### src/adsq_pkg.sv
// Shared constants, types and helpers of the converter scan sequencer.
package adsq_pkg;

	// ------------------------------------------------------------
	// Widths
	// ------------------------------------------------------------
	localparam int ADDR_W = 32;
	localparam int DATA_W = 32;
	localparam int RES_W  = 12;
	localparam int NUM_CH = 16;
	localparam int CH_W   = 4;
	localparam int DED_W  = 6;

	// ------------------------------------------------------------
	// Register byte addresses
	// ------------------------------------------------------------
	localparam logic [ADDR_W-1:0] ADDR_CTRL       = 32'hffff_d400;
	localparam logic [ADDR_W-1:0] ADDR_STATUS     = 32'hffff_d404;
	localparam logic [ADDR_W-1:0] ADDR_CHSEL      = 32'hffff_d408;
	localparam logic [ADDR_W-1:0] ADDR_RESULT0    = 32'hffff_d440;
	localparam logic [ADDR_W-1:0] ADDR_RESULT_END = 32'hffff_d480;

	// ------------------------------------------------------------
	// Field positions and reset values
	// ------------------------------------------------------------
	localparam int CTRL_START_BIT = 7;
	localparam int CTRL_MODE_BIT  = 6;
	localparam int CTRL_ACE_BIT   = 5;
	localparam int CTRL_IE_BIT    = 4;
	localparam int CTRL_TRIGGER_START_ENABLE_BIT  = 1;
	localparam int CTRL_TSEL_BIT  = 0;
	localparam int STAT_FLAG_BIT  = 0;
	localparam int STAT_BUSY_BIT  = 1;
	localparam int GROUP_BIT      = 3;
	localparam int IDX_LSB        = 2;
	localparam logic [NUM_CH-1:0] CHSEL_RST = 16'h0000;
	localparam logic [NUM_CH-1:0] DED_MASK  = 16'h0707;
	localparam logic [1:0] RESP_OKAY   = 2'h0;
	localparam logic [1:0] RESP_SLVERR = 2'h2;

	// ------------------------------------------------------------
	// Types
	// ------------------------------------------------------------
	typedef enum logic [1:0] {ADSQ_IDLE, ADSQ_CONV, ADSQ_DONE} adsq_state_t;

	typedef struct packed {
		logic            found;
		logic [CH_W-1:0] idx;
	} adsq_pick_t;

	// ------------------------------------------------------------
	// Helpers
	// ------------------------------------------------------------
	// Lowest selected channel at or above the start index.
	function automatic adsq_pick_t adsq_next_chan(input logic [NUM_CH-1:0] mask,
			input logic [CH_W:0] from);
		adsq_pick_t p;
		p = '0;
		for (int i = 0; i < NUM_CH; i++) begin
			if (!p.found && (i >= int'(from)) && mask[i]) begin
				p.found = 1'b1;
				p.idx   = CH_W'(i);
			end
		end
		return p;
	endfunction

	// True for an aligned address inside the result window.
	function automatic logic adsq_is_result(input logic [ADDR_W-1:0] a);
		return (a >= ADDR_RESULT0) && (a < ADDR_RESULT_END) && (a[1:0] == 2'h0);
	endfunction

endpackage

### src/adsq_mem_if.sv
// Port bundle between the sequencer and its result store.
interface adsq_mem_if;
	import adsq_pkg::*;

	logic             we;
	logic [CH_W-1:0]  waddr;
	logic [RES_W-1:0] wdata;
	logic             ce;
	logic [CH_W-1:0]  caddr;
	logic             re;
	logic [CH_W-1:0]  raddr;
	logic [RES_W-1:0] rdata;

	modport writer (output we, waddr, wdata, ce, caddr, re, raddr, input rdata);
	modport store  (input we, waddr, wdata, ce, caddr, re, raddr, output rdata);
endinterface

### src/adsq_result_mem.sv
// Per-channel result store with registered read and clear port.
module adsq_result_mem
	import adsq_pkg::*;
(
	// Clock and reset.
	input wire logic     clk,
	input wire logic     sys_rst,
	// Access from the sequencer.
	adsq_mem_if.store    mem
);

	logic [RES_W-1:0] cells [NUM_CH];

	// ------------------------------------------------------------
	// Storage
	// ------------------------------------------------------------
	// A fresh result beats a read-clear of the same cell, so no sample is lost.
	always_ff @(posedge clk) begin
		if (sys_rst) begin
			for (int i = 0; i < NUM_CH; i++) cells[i] <= '0;
		end else begin
			for (int i = 0; i < NUM_CH; i++) begin
				if (mem.we && (mem.waddr == CH_W'(i))) begin
					cells[i] <= mem.wdata;
				end else if (mem.ce && (mem.caddr == CH_W'(i))) begin
					cells[i] <= '0;
				end
			end
		end
	end

	// Read data leave from a register, sampled before a clear lands.
	always_ff @(posedge clk) begin
		if (sys_rst) begin
			mem.rdata <= '0;
		end else if (mem.re) begin
			mem.rdata <= cells[mem.raddr];
		end
	end

endmodule

### src/adsq_top.sv
// Scan sequencer top: register slave, scan control and converter handshake.
//
// Function
// - Single-cycle scan converts each selected channel once, then stops.
// - Hardware clears the start bit when a single-cycle scan ends.
// - Continuous scan repeats the selected channels until start bit is cleared.
// - Channels 0-2 and 8-10 sample together on dedicated hold stages.
// - Shared hold stage for channels 3-7, another for channels 11-15.
// - Every result is twelve bits wide.
// - Four first-timer lines may start a scan.
// - Three second-timer lines may start a scan.
// - Trigger enable low blocks pin and timer start sources.
// - Writing one to the start bit starts conversion.
// - Start bit low halts conversion.
// - Mode bit zero gives single-cycle scan, one gives continuous scan.
// - With auto-clear set, reading a result clears it.
// - End interrupt appears only when its enable is set.
// - Control bits: start 7, mode 6, clear 5, interrupt 4, trigger 1, source 0.
// - End flag sets on scan completion; software clears it by writing zero.
// - Channel select holds one bit per channel; only set ones convert.
module adsq_top
	import adsq_pkg::*;
(
	// Clock and reset.
	input  wire logic              clk,
	input  wire logic              sys_rst,
	// AXI4-Lite write channels.
	input  wire logic [ADDR_W-1:0] s_axi_awaddr,
	input  wire logic              s_axi_awvalid,
	output logic                   s_axi_awready,
	input  wire logic [DATA_W-1:0] s_axi_wdata,
	input  wire logic [3:0]        s_axi_wstrb,
	input  wire logic              s_axi_wvalid,
	output logic                   s_axi_wready,
	output logic [1:0]             s_axi_bresp,
	output logic                   s_axi_bvalid,
	input  wire logic              s_axi_bready,
	// AXI4-Lite read channels.
	input  wire logic [ADDR_W-1:0] s_axi_araddr,
	input  wire logic              s_axi_arvalid,
	output logic                   s_axi_arready,
	output logic [DATA_W-1:0]      s_axi_rdata,
	output logic [1:0]             s_axi_rresp,
	output logic                   s_axi_rvalid,
	input  wire logic              s_axi_rready,
	// Timer and pin start sources.
	input  wire logic              timer_general_trigger_a,
	input  wire logic              timer_ch0_trigger_a,
	input  wire logic              timer_ch4a_trigger_a,
	input  wire logic              timer_ch4b_trigger_a,
	input  wire logic              timer_general_trigger_b,
	input  wire logic              timer_ch4a_trigger_b,
	input  wire logic              timer_ch4b_trigger_b,
	input  wire logic              external_conv_trigger,
	// Converter core handshake.
	output logic                   conv_start,
	output logic [CH_W-1:0]        conv_channel,
	input  wire logic              conv_done,
	input  wire logic [RES_W-1:0]  conv_result,
	// Sample-and-hold strobes.
	output logic [DED_W-1:0]       dedicated_sample,
	output logic [1:0]             shared_sample,
	// Interrupt.
	output logic                   conv_end_irq
);

	// ------------------------------------------------------------
	// Declarations
	// ------------------------------------------------------------
	logic                conversion_start_bit;
	logic                scan_mode_select;
	logic                read_auto_clear_enable;
	logic                end_interrupt_enable;
	logic                trigger_start_enable;
	logic                source_select;
	logic                conversion_end_flag;
	logic [NUM_CH-1:0]   channel_select_reg;
	adsq_state_t         state;
	logic [CH_W-1:0]     cur_ch;
	adsq_pick_t          pick;
	logic                issue;
	logic                scan_done;
	logic                trig_req;
	logic                trig_set;
	logic                aw_held;
	logic                w_held;
	logic [ADDR_W-1:0]   aw_addr;
	logic [DATA_W-1:0]   w_data;
	logic [3:0]          w_strb;
	logic                wr_fire;
	logic                wr_mapped;
	logic                ctrl_we;
	logic                stat_we;
	logic                ar_fire;
	logic                rd_pend;
	logic [ADDR_W-1:0]   rd_addr;
	logic [DATA_W-1:0]   next_rdata;
	logic                next_rerr;

	adsq_mem_if mem_bus ();

	// ------------------------------------------------------------
	// Submodules
	// ------------------------------------------------------------
	adsq_trigger u_trigger (
		.clk                     (clk),
		.sys_rst                 (sys_rst),
		.trigger_start_enable    (trigger_start_enable),
		.source_select           (source_select),
		.timer_general_trigger_a (timer_general_trigger_a),
		.timer_ch0_trigger_a     (timer_ch0_trigger_a),
		.timer_ch4a_trigger_a    (timer_ch4a_trigger_a),
		.timer_ch4b_trigger_a    (timer_ch4b_trigger_a),
		.timer_general_trigger_b (timer_general_trigger_b),
		.timer_ch4a_trigger_b    (timer_ch4a_trigger_b),
		.timer_ch4b_trigger_b    (timer_ch4b_trigger_b),
		.external_conv_trigger   (external_conv_trigger),
		.start_request           (trig_req)
	);

	adsq_result_mem u_mem (
		.clk     (clk),
		.sys_rst (sys_rst),
		.mem     (mem_bus.store)
	);

	// ------------------------------------------------------------
	// Write channels
	// ------------------------------------------------------------
	// Address and data are caught independently; the write lands once both are held.
	assign s_axi_awready = !aw_held && !s_axi_bvalid;
	assign s_axi_wready  = !w_held && !s_axi_bvalid;
	assign wr_fire       = aw_held && w_held && !s_axi_bvalid;
	assign wr_mapped     = (aw_addr == ADDR_CTRL) || (aw_addr == ADDR_STATUS) ||
		(aw_addr == ADDR_CHSEL) || adsq_is_result(aw_addr);
	assign ctrl_we       = wr_fire && (aw_addr == ADDR_CTRL) && w_strb[0];
	assign stat_we       = wr_fire && (aw_addr == ADDR_STATUS) && w_strb[0];

	always_ff @(posedge clk) begin
		if (sys_rst) begin
			aw_held      <= 1'b0;
			w_held       <= 1'b0;
			aw_addr      <= '0;
			w_data       <= '0;
			w_strb       <= '0;
			s_axi_bvalid <= 1'b0;
			s_axi_bresp  <= RESP_OKAY;
		end else begin
			if (s_axi_awvalid && s_axi_awready) begin
				aw_held <= 1'b1;
				aw_addr <= s_axi_awaddr;
			end
			if (s_axi_wvalid && s_axi_wready) begin
				w_held <= 1'b1;
				w_data <= s_axi_wdata;
				w_strb <= s_axi_wstrb;
			end
			if (wr_fire) begin
				aw_held      <= 1'b0;
				w_held       <= 1'b0;
				s_axi_bvalid <= 1'b1;
				s_axi_bresp  <= wr_mapped ? RESP_OKAY : RESP_SLVERR;
			end else if (s_axi_bvalid && s_axi_bready) begin
				s_axi_bvalid <= 1'b0;
			end
		end
	end

	// ------------------------------------------------------------
	// Control and select registers
	// ------------------------------------------------------------
	// Mode and enable bits follow software writes only.
	always_ff @(posedge clk) begin
		if (sys_rst) begin
			scan_mode_select       <= 1'b0;
			read_auto_clear_enable <= 1'b0;
			end_interrupt_enable   <= 1'b0;
			trigger_start_enable   <= 1'b0;
			source_select          <= 1'b0;
		end else if (ctrl_we) begin
			scan_mode_select       <= w_data[CTRL_MODE_BIT];
			read_auto_clear_enable <= w_data[CTRL_ACE_BIT];
			end_interrupt_enable   <= w_data[CTRL_IE_BIT];
			trigger_start_enable   <= w_data[CTRL_TRIGGER_START_ENABLE_BIT];
			source_select          <= w_data[CTRL_TSEL_BIT];
		end
	end

	// Byte lanes 0 and 1 carry the channel select bits.
	always_ff @(posedge clk) begin
		if (sys_rst) begin
			channel_select_reg <= CHSEL_RST;
		end else if (wr_fire && (aw_addr == ADDR_CHSEL)) begin
			if (w_strb[0]) channel_select_reg[7:0] <= w_data[7:0];
			if (w_strb[1]) channel_select_reg[15:8] <= w_data[15:8];
		end
	end

	// Only an idle sequencer with the start bit low takes a hardware trigger.
	assign trig_set = trig_req && (state == ADSQ_IDLE) && !conversion_start_bit;

	// Any set beats any clear, so a trigger is never swallowed by a write of zero.
	always_ff @(posedge clk) begin
		if (sys_rst) begin
			conversion_start_bit <= 1'b0;
		end else if (trig_set || (ctrl_we && w_data[CTRL_START_BIT])) begin
			conversion_start_bit <= 1'b1;
		end else if (ctrl_we || (scan_done && !scan_mode_select)) begin
			conversion_start_bit <= 1'b0;
		end
	end

	// End flag: completion beats a software write of zero in the same cycle.
	always_ff @(posedge clk) begin
		if (sys_rst) begin
			conversion_end_flag <= 1'b0;
		end else if (scan_done) begin
			conversion_end_flag <= 1'b1;
		end else if (stat_we && !w_data[STAT_FLAG_BIT]) begin
			conversion_end_flag <= 1'b0;
		end
	end

	assign conv_end_irq = conversion_end_flag && end_interrupt_enable;

	// ------------------------------------------------------------
	// Scan sequencer
	// ------------------------------------------------------------
	// Pick the lowest selected channel above the last one converted, or from channel 0 when idle.
	always_comb begin
		pick  = adsq_next_chan(channel_select_reg,
			(state == ADSQ_IDLE) ? '0 : ({1'b0, cur_ch} + 5'h01));
		issue = conversion_start_bit &&
			((state == ADSQ_IDLE) || ((state == ADSQ_CONV) && conv_done));
	end

	assign scan_done = (state == ADSQ_DONE);

	// Each conversion that finishes while the start bit is high goes straight to its own channel cell.
	assign mem_bus.we    = (state == ADSQ_CONV) && conversion_start_bit && conv_done;
	assign mem_bus.waddr = cur_ch;
	assign mem_bus.wdata = conv_result;

	always_ff @(posedge clk) begin
		if (sys_rst) begin
			state            <= ADSQ_IDLE;
			cur_ch           <= '0;
			conv_start       <= 1'b0;
			conv_channel     <= '0;
			dedicated_sample <= '0;
			shared_sample    <= '0;
		end else begin
			conv_start       <= 1'b0;
			dedicated_sample <= '0;
			shared_sample    <= '0;
			case (state)
				ADSQ_IDLE: begin
					if (conversion_start_bit) begin
						// Dedicated stages freeze all their selected channels at once.
						dedicated_sample <= {channel_select_reg[10:8],
							channel_select_reg[2:0]};
						state <= pick.found ? ADSQ_CONV : ADSQ_DONE;
					end
				end
				ADSQ_CONV: begin
					if (!conversion_start_bit) begin
						state <= ADSQ_IDLE;
					end else if (conv_done && !pick.found) begin
						state <= ADSQ_DONE;
					end
				end
				ADSQ_DONE: begin
					// Continuous mode re-enters idle with the start bit still high.
					state <= ADSQ_IDLE;
				end
				default: begin
					state <= ADSQ_IDLE;
				end
			endcase
			if (issue && pick.found) begin
				conv_start   <= 1'b1;
				conv_channel <= pick.idx;
				cur_ch       <= pick.idx;
				if (!DED_MASK[pick.idx]) begin
					shared_sample[pick.idx[GROUP_BIT]] <= 1'b1;
				end
			end
		end
	end

	// ------------------------------------------------------------
	// Read channels
	// ------------------------------------------------------------
	// One read in flight; result data arrive from the store a cycle later.
	assign s_axi_arready = !rd_pend && !s_axi_rvalid;
	assign ar_fire       = s_axi_arvalid && s_axi_arready;
	assign mem_bus.re    = ar_fire;
	assign mem_bus.raddr = s_axi_araddr[IDX_LSB+CH_W-1:IDX_LSB];
	assign mem_bus.ce    = ar_fire && read_auto_clear_enable &&
		adsq_is_result(s_axi_araddr);
	assign mem_bus.caddr = s_axi_araddr[IDX_LSB+CH_W-1:IDX_LSB];

	always_comb begin
		next_rdata = '0;
		next_rerr  = 1'b0;
		if (rd_addr == ADDR_CTRL) begin
			next_rdata[CTRL_START_BIT] = conversion_start_bit;
			next_rdata[CTRL_MODE_BIT]  = scan_mode_select;
			next_rdata[CTRL_ACE_BIT]   = read_auto_clear_enable;
			next_rdata[CTRL_IE_BIT]    = end_interrupt_enable;
			next_rdata[CTRL_TRIGGER_START_ENABLE_BIT]  = trigger_start_enable;
			next_rdata[CTRL_TSEL_BIT]  = source_select;
		end else if (rd_addr == ADDR_STATUS) begin
			next_rdata[STAT_FLAG_BIT] = conversion_end_flag;
			next_rdata[STAT_BUSY_BIT] = (state != ADSQ_IDLE);
		end else if (rd_addr == ADDR_CHSEL) begin
			next_rdata[NUM_CH-1:0] = channel_select_reg;
		end else if (adsq_is_result(rd_addr)) begin
			next_rdata[RES_W-1:0] = mem_bus.rdata;
		end else begin
			next_rerr = 1'b1;
		end
	end

	always_ff @(posedge clk) begin
		if (sys_rst) begin
			rd_pend      <= 1'b0;
			rd_addr      <= '0;
			s_axi_rvalid <= 1'b0;
			s_axi_rdata  <= '0;
			s_axi_rresp  <= RESP_OKAY;
		end else begin
			if (ar_fire) begin
				rd_pend <= 1'b1;
				rd_addr <= s_axi_araddr;
			end
			if (rd_pend) begin
				rd_pend      <= 1'b0;
				s_axi_rvalid <= 1'b1;
				s_axi_rdata  <= next_rdata;
				s_axi_rresp  <= next_rerr ? RESP_SLVERR : RESP_OKAY;
			end else if (s_axi_rvalid && s_axi_rready) begin
				s_axi_rvalid <= 1'b0;
			end
		end
	end

endmodule

### src/adsq_trigger.sv
// Start-trigger gate and edge detector for timer and pin sources.
module adsq_trigger
	import adsq_pkg::*;
(
	// Clock and reset.
	input  wire logic clk,
	input  wire logic sys_rst,
	// Control.
	input  wire logic trigger_start_enable,
	input  wire logic source_select,
	// First timer unit lines.
	input  wire logic timer_general_trigger_a,
	input  wire logic timer_ch0_trigger_a,
	input  wire logic timer_ch4a_trigger_a,
	input  wire logic timer_ch4b_trigger_a,
	// Second timer unit lines.
	input  wire logic timer_general_trigger_b,
	input  wire logic timer_ch4a_trigger_b,
	input  wire logic timer_ch4b_trigger_b,
	// External pin.
	input  wire logic external_conv_trigger,
	// Result.
	output logic      start_request
);

	logic [7:0] lines;
	logic [7:0] prev;
	logic [7:0] rise;

	// Collect all sources; bit 7 is the pin, the rest are timer lines.
	assign lines = {external_conv_trigger, timer_ch4b_trigger_b, timer_ch4a_trigger_b,
		timer_general_trigger_b, timer_ch4b_trigger_a, timer_ch4a_trigger_a,
		timer_ch0_trigger_a, timer_general_trigger_a};
	assign rise = lines & ~prev;

	// Remember last levels so a held line starts only one scan.
	always_ff @(posedge clk) begin
		if (sys_rst) begin
			prev <= '0;
		end else begin
			prev <= lines;
		end
	end

	// Gate: enable off blocks all hardware sources.
	always_comb begin
		start_request = 1'b0;
		if (trigger_start_enable) begin
			start_request = source_select ? rise[7] : (|rise[6:0]);
		end
	end

endmodule
### config.mk
export PLATFORM = sky130hd
export DESIGN_NAME = adsq_top
export DESIGN_NICKNAME = d
export VERILOG_FILES = /design/src/adsq_pkg.sv /design/src/adsq_mem_if.sv /design/src/adsq_result_mem.sv /design/src/adsq_top.sv /design/src/adsq_trigger.sv
export SDC_FILE = /design/constraint.sdc
export NUM_CORES = 1
export LEC_CHECK = 0
export BUFFER_PORTS_ARGS = -buffer_cell sky130_fd_sc_hd__buf_2
export CELL_PAD_IN_SITES_DETAIL_PLACEMENT = 0
export CELL_PAD_IN_SITES_GLOBAL_PLACEMENT = 2
export CORE_MARGIN = 3
export CORE_UTILIZATION = 35
export DETAILED_ROUTE_END_ITERATION = 6
export GPL_ROUTABILITY_DRIVEN = 1
export HOLD_SLACK_MARGIN = 0.08
export PLACE_DENSITY = 0.87
export SLEW_MARGIN = 0
export SYNTH_ARGS = -nofsm -noshare
export SYNTH_HDL_FRONTEND = slang
export SYNTH_SLANG_ARGS = --single-unit
### constraint.sdc
create_clock -name clk -period 2.6 [get_ports clk]
set_input_delay 0.13 -clock clk [delete_from_list [all_inputs] [get_ports clk]]
set_output_delay 0.13 -clock clk [all_outputs]
set_load 0.005 [all_outputs]
==> results.toml <==
[cts]
cts_tree = "yes"
clkSinkCount = 355
clockBufferDepth = 3
cts_buffers = 39
path_clk_slew_ps = 60
insertion_delay_ps = 550
htree_levels = 2
root_buffer = "clkbuf_16"

[timing]
fmax_mhz = 400.4
finalSetupViolations = 0
tightest_slew_ps = 719.8
fin_ws_ps = 102.6
hold_viol = 0
finClkSkew_ps = 27.00
slew-limit-headroom_pct = 51.51
slew_violations = 0
finalCritPeriodShare_pct = 96.05
rsz0062_at_grt = "yes"
finalCriticalPeriod_ps = 2497

[setup_path]
cp.required_ps = 3000
crit_arrival_ps = 2900
crit_family = "simple AND/OR/NAND/NOR gates"
cpPeakStageDelay_ps = 390
crit_fanout = 5
critPathBufInv = 2
critPathLaunchType = "flip-flop"
crit_type = "reg -> reg"
cp-end-kind = "flip-flop"
critPathSlowestCell = "dfxtp_4"
worstPathCellList = "inv_4 -> ha_4 -> nor2b_4 -> o31a_1 -> o31ai_4 -> nor3b_4 -> buf_4 -> nand4_1 -> nand2b_4 -> mux2i_1 -> nor2_1"

[yosys]
yosysSeqAreaShare_pct = 56.51
synth_cell_type_count = 76
synthCells = 1425
ys_warn_count = 0
synth_area_sq_um = 15980
synth.avg_cell_area_sq_um = 11.21
synthArstFlopShare_pct = 0
ys_ff_latch = 355
synth-edff-count = 192
ys.flop_type = "edfxtp_1"

[layout]
insertedDiodeCount = 0
fill_cells = 4089
design_area_sq_um = 20340
seqCellArea_sq_um = 9040
multiInputGateArea_sq_um = 6489
top_register = "u_mem.cells"
area_growth_pct = 27.33
top_regs = "u_mem.cells x192, aw_addr x32, rd_addr x32"
final_layout_size_suffix_gt1_share_pct = 24.24
fin_nets = 1850
largest_register_ffs = 192
instances_no_fill = 2341

[power_and_ir_drop]
peakVddDrop_mv = 0.5040
p_per_area_nw_per_um2 = 635.1
leakagePower_nw = 7.881

[place]
hpwl_um = 29220
place_ws_ps = 1.384
io_buffers = 146
place_inst = 2164
placed_cell_area_sq_um = 17930
place_congestion = 0.8816

[grt]
grt_max_degree = 113
grt_pass1_vias = 11403
grt_use_total_pct = 17.82
antenna_found_initial = 1
grt_pass1_wl_um = 66200
grt-ovfl-total = 0

[detailed_routing]
postRouteAntennaNets = 0
vias = 11694
dr.pass1.iters = 5
wl_um = 44120
drt-initial-drc-count = 940
wl_per_cell_um = 18.84
vias_per_cell = 4.995
drc = 0

[floorplan]
rows = 77
die-width_um = 219.7
die_area_sq_um = 48250
ios = 183
die_h_um = 219.7
core_area_sq_um = 44610
initial_core_util_pct = 35.82

[run_status]
status = "finished, final reports clean"

[job]
cap_violations = 0

[worst_hold_path]
hp-class = "in -> reg"
## stage by stage
stage	hold slack (ps)	util (%)	TNS, ps	total power [mW]
detailed placement	362.1	40.21	0	7.462
global route	119.2	45.61	-102.9	13.39
finish	118.4	45.61	0	12.92
global placement	351.0	40.21	0	7.425
CTS	102.7	45.23	0	13.06
floorplan	251.9	-	0	7.004
## kinds of logic after synthesis
logic type,Yosys count,synth area share [%]
multiplexers,85,10.10
XOR/XNOR,3,0.1645
AND/OR/NAND/NOR,631,20.69
AO/OA/AOI/OAI,210,8.262
adder cells (fa/ha/maj),4,0.3133
buffers and inverters,136,3.931
other,1,0.02347
flip-flops,355,56.51
## area by class of cell
| type | instances | share of cell area, % |
|---|---|---|
| Clock buffer | 59 | 5.560 |
| Clock inverter | 13 | 0.6765 |
| Inverter | 21 | 0.4121 |
| Multi-Input combinational cell | 951 | 31.90 |
| Sequential cell | 355 | 44.44 |
| Tap cell | 592 | 3.641 |
| Timing Repair Buffer | 350 | 13.38 |
## synth_stat cells (3+ instances only)
| cell type | count | area, sq um |
|---|---|---|
| a211o_1 | 10 | 87.58 |
| nand3_1 | 12 | 60.06 |
| nand2_2 | 3 | 18.77 |
| a31oi_1 | 9 | 56.30 |
| a21oi_1 | 125 | 625.6 |
| buf_4 | 21 | 157.7 |
| a21o_1 | 3 | 22.52 |
| a221oi_1 | 5 | 43.79 |
| nand2b_1 | 11 | 68.82 |
| and2_1 | 206 | 1289 |
| dfxtp_1 | 163 | 3263 |
| clkbuf_1 | 79 | 296.5 |
| or3_1 | 5 | 31.28 |
| nand2_1 | 236 | 885.9 |
| o22ai_1 | 4 | 25.02 |
| a311oi_1 | 3 | 26.28 |
| nand4_1 | 10 | 62.56 |
| ha_1 | 4 | 50.05 |
| buf_2 | 7 | 35.03 |
| a221o_1 | 3 | 30.03 |
| nor2b_1 | 18 | 112.6 |
| buf_1 | 4 | 15.01 |
| edfxtp_1 | 192 | 5766 |
| mux4_2 | 60 | 1351 |
| o21ai_0 | 18 | 90.09 |
| a22o_1 | 6 | 52.55 |
| nand3b_1 | 10 | 75.07 |
| nor3b_1 | 4 | 30.03 |
| nand4b_1 | 6 | 52.55 |
| mux2i_1 | 24 | 240.2 |
| nor3_1 | 13 | 65.06 |
| inv_1 | 21 | 78.83 |
| nor4_1 | 5 | 31.28 |
| buf_6 | 4 | 45.04 |
| nor2_1 | 67 | 251.5 |
## power breakdown
group	internal [mW]	switching (mW)
clock network	3.23	2.24
registers	6.18	0.113
logic	0.539	0.619
## timing repair
item / in CTS / in global routing
endpoints found under the hold margin: 91 / 0
hold buffers: 95 / 0
resized for setup: 5 / 24
setup endpoints to repair: 6 / 33
pin swaps: 1 / 13
setup buffers: 0 / 10
## per-layer routing
| metal | GRT usage, % | part of all wire, % | up-vias |
|---|---|---|---|
| met4 | 4.422 | 2.0 | 0 |
| met5 | 0 | 0 | - |
| met1 | 24.35 | 44 | 5745 |
| li1 | - | - | 5581 |
| met2 | 29.86 | 48 | 317 |
| met3 | 2.730 | 5.0 | 51 |
## cell usage in the layout (no fill, tap or decap), types with 4 or more instances in the layout
| master | instances |
|---|---|
| a211o_1 | 10 |
| a21oi_1 | 124 |
| a221oi_1 | 5 |
| a22o_1 | 6 |
| a31oi_1 | 9 |
| and2_1 | 206 |
| buf_12 | 17 |
| buf_2 | 144 |
| buf_4 | 93 |
| clkbuf_1 | 12 |
| clkbuf_16 | 39 |
| clkbuf_8 | 8 |
| clkinv_2 | 4 |
| conb_1 | 18 |
| dfxtp_1 | 158 |
| dlygate4sd3_1 | 95 |
| edfxtp_1 | 192 |
| inv_1 | 19 |
| inv_6 | 4 |
| mux2i_1 | 24 |
| mux4_2 | 60 |
| nand2_1 | 236 |
| nand2b_1 | 11 |
| nand3_1 | 12 |
| nand3b_1 | 10 |
| nand4_1 | 10 |
| nand4b_1 | 6 |
| nor2_1 | 67 |
| nor2b_1 | 16 |
| nor3_1 | 13 |
| nor3b_2 | 4 |
| nor4_1 | 5 |
| o21ai_0 | 18 |
| o22ai_1 | 4 |
| or3_1 | 4 |
## worst register-to-register path, stage by stage (launching register included)
cell	delay, ps
dfxtp_4	390
inv_4	50
ha_4	300
nor2b_4	50
o31a_1	310
o31ai_4	280
nor3b_4	280
buf_4	150
nand4_1	170
nand2b_4	160
mux2i_1	190
nor2_1	50
## final timing paths
| kind | end | slack (ps) | cells after the start | startpoint |
|---|---|---|---|---|
| worst max register to register | cur_ch[3] | 100 | 11 | cur_ch[0] |
| worst min-delay path | u_mem.cells[9][6] | 120 | 2 | conv_result[6] |
| worst min register to register | aw_addr[7] | 450 | 2 | aw_addr[7] |
| worst max-delay path | cur_ch[3] | 100 | 11 | cur_ch[0] |
Note: power is estimated with default switching activity, not from simulation.
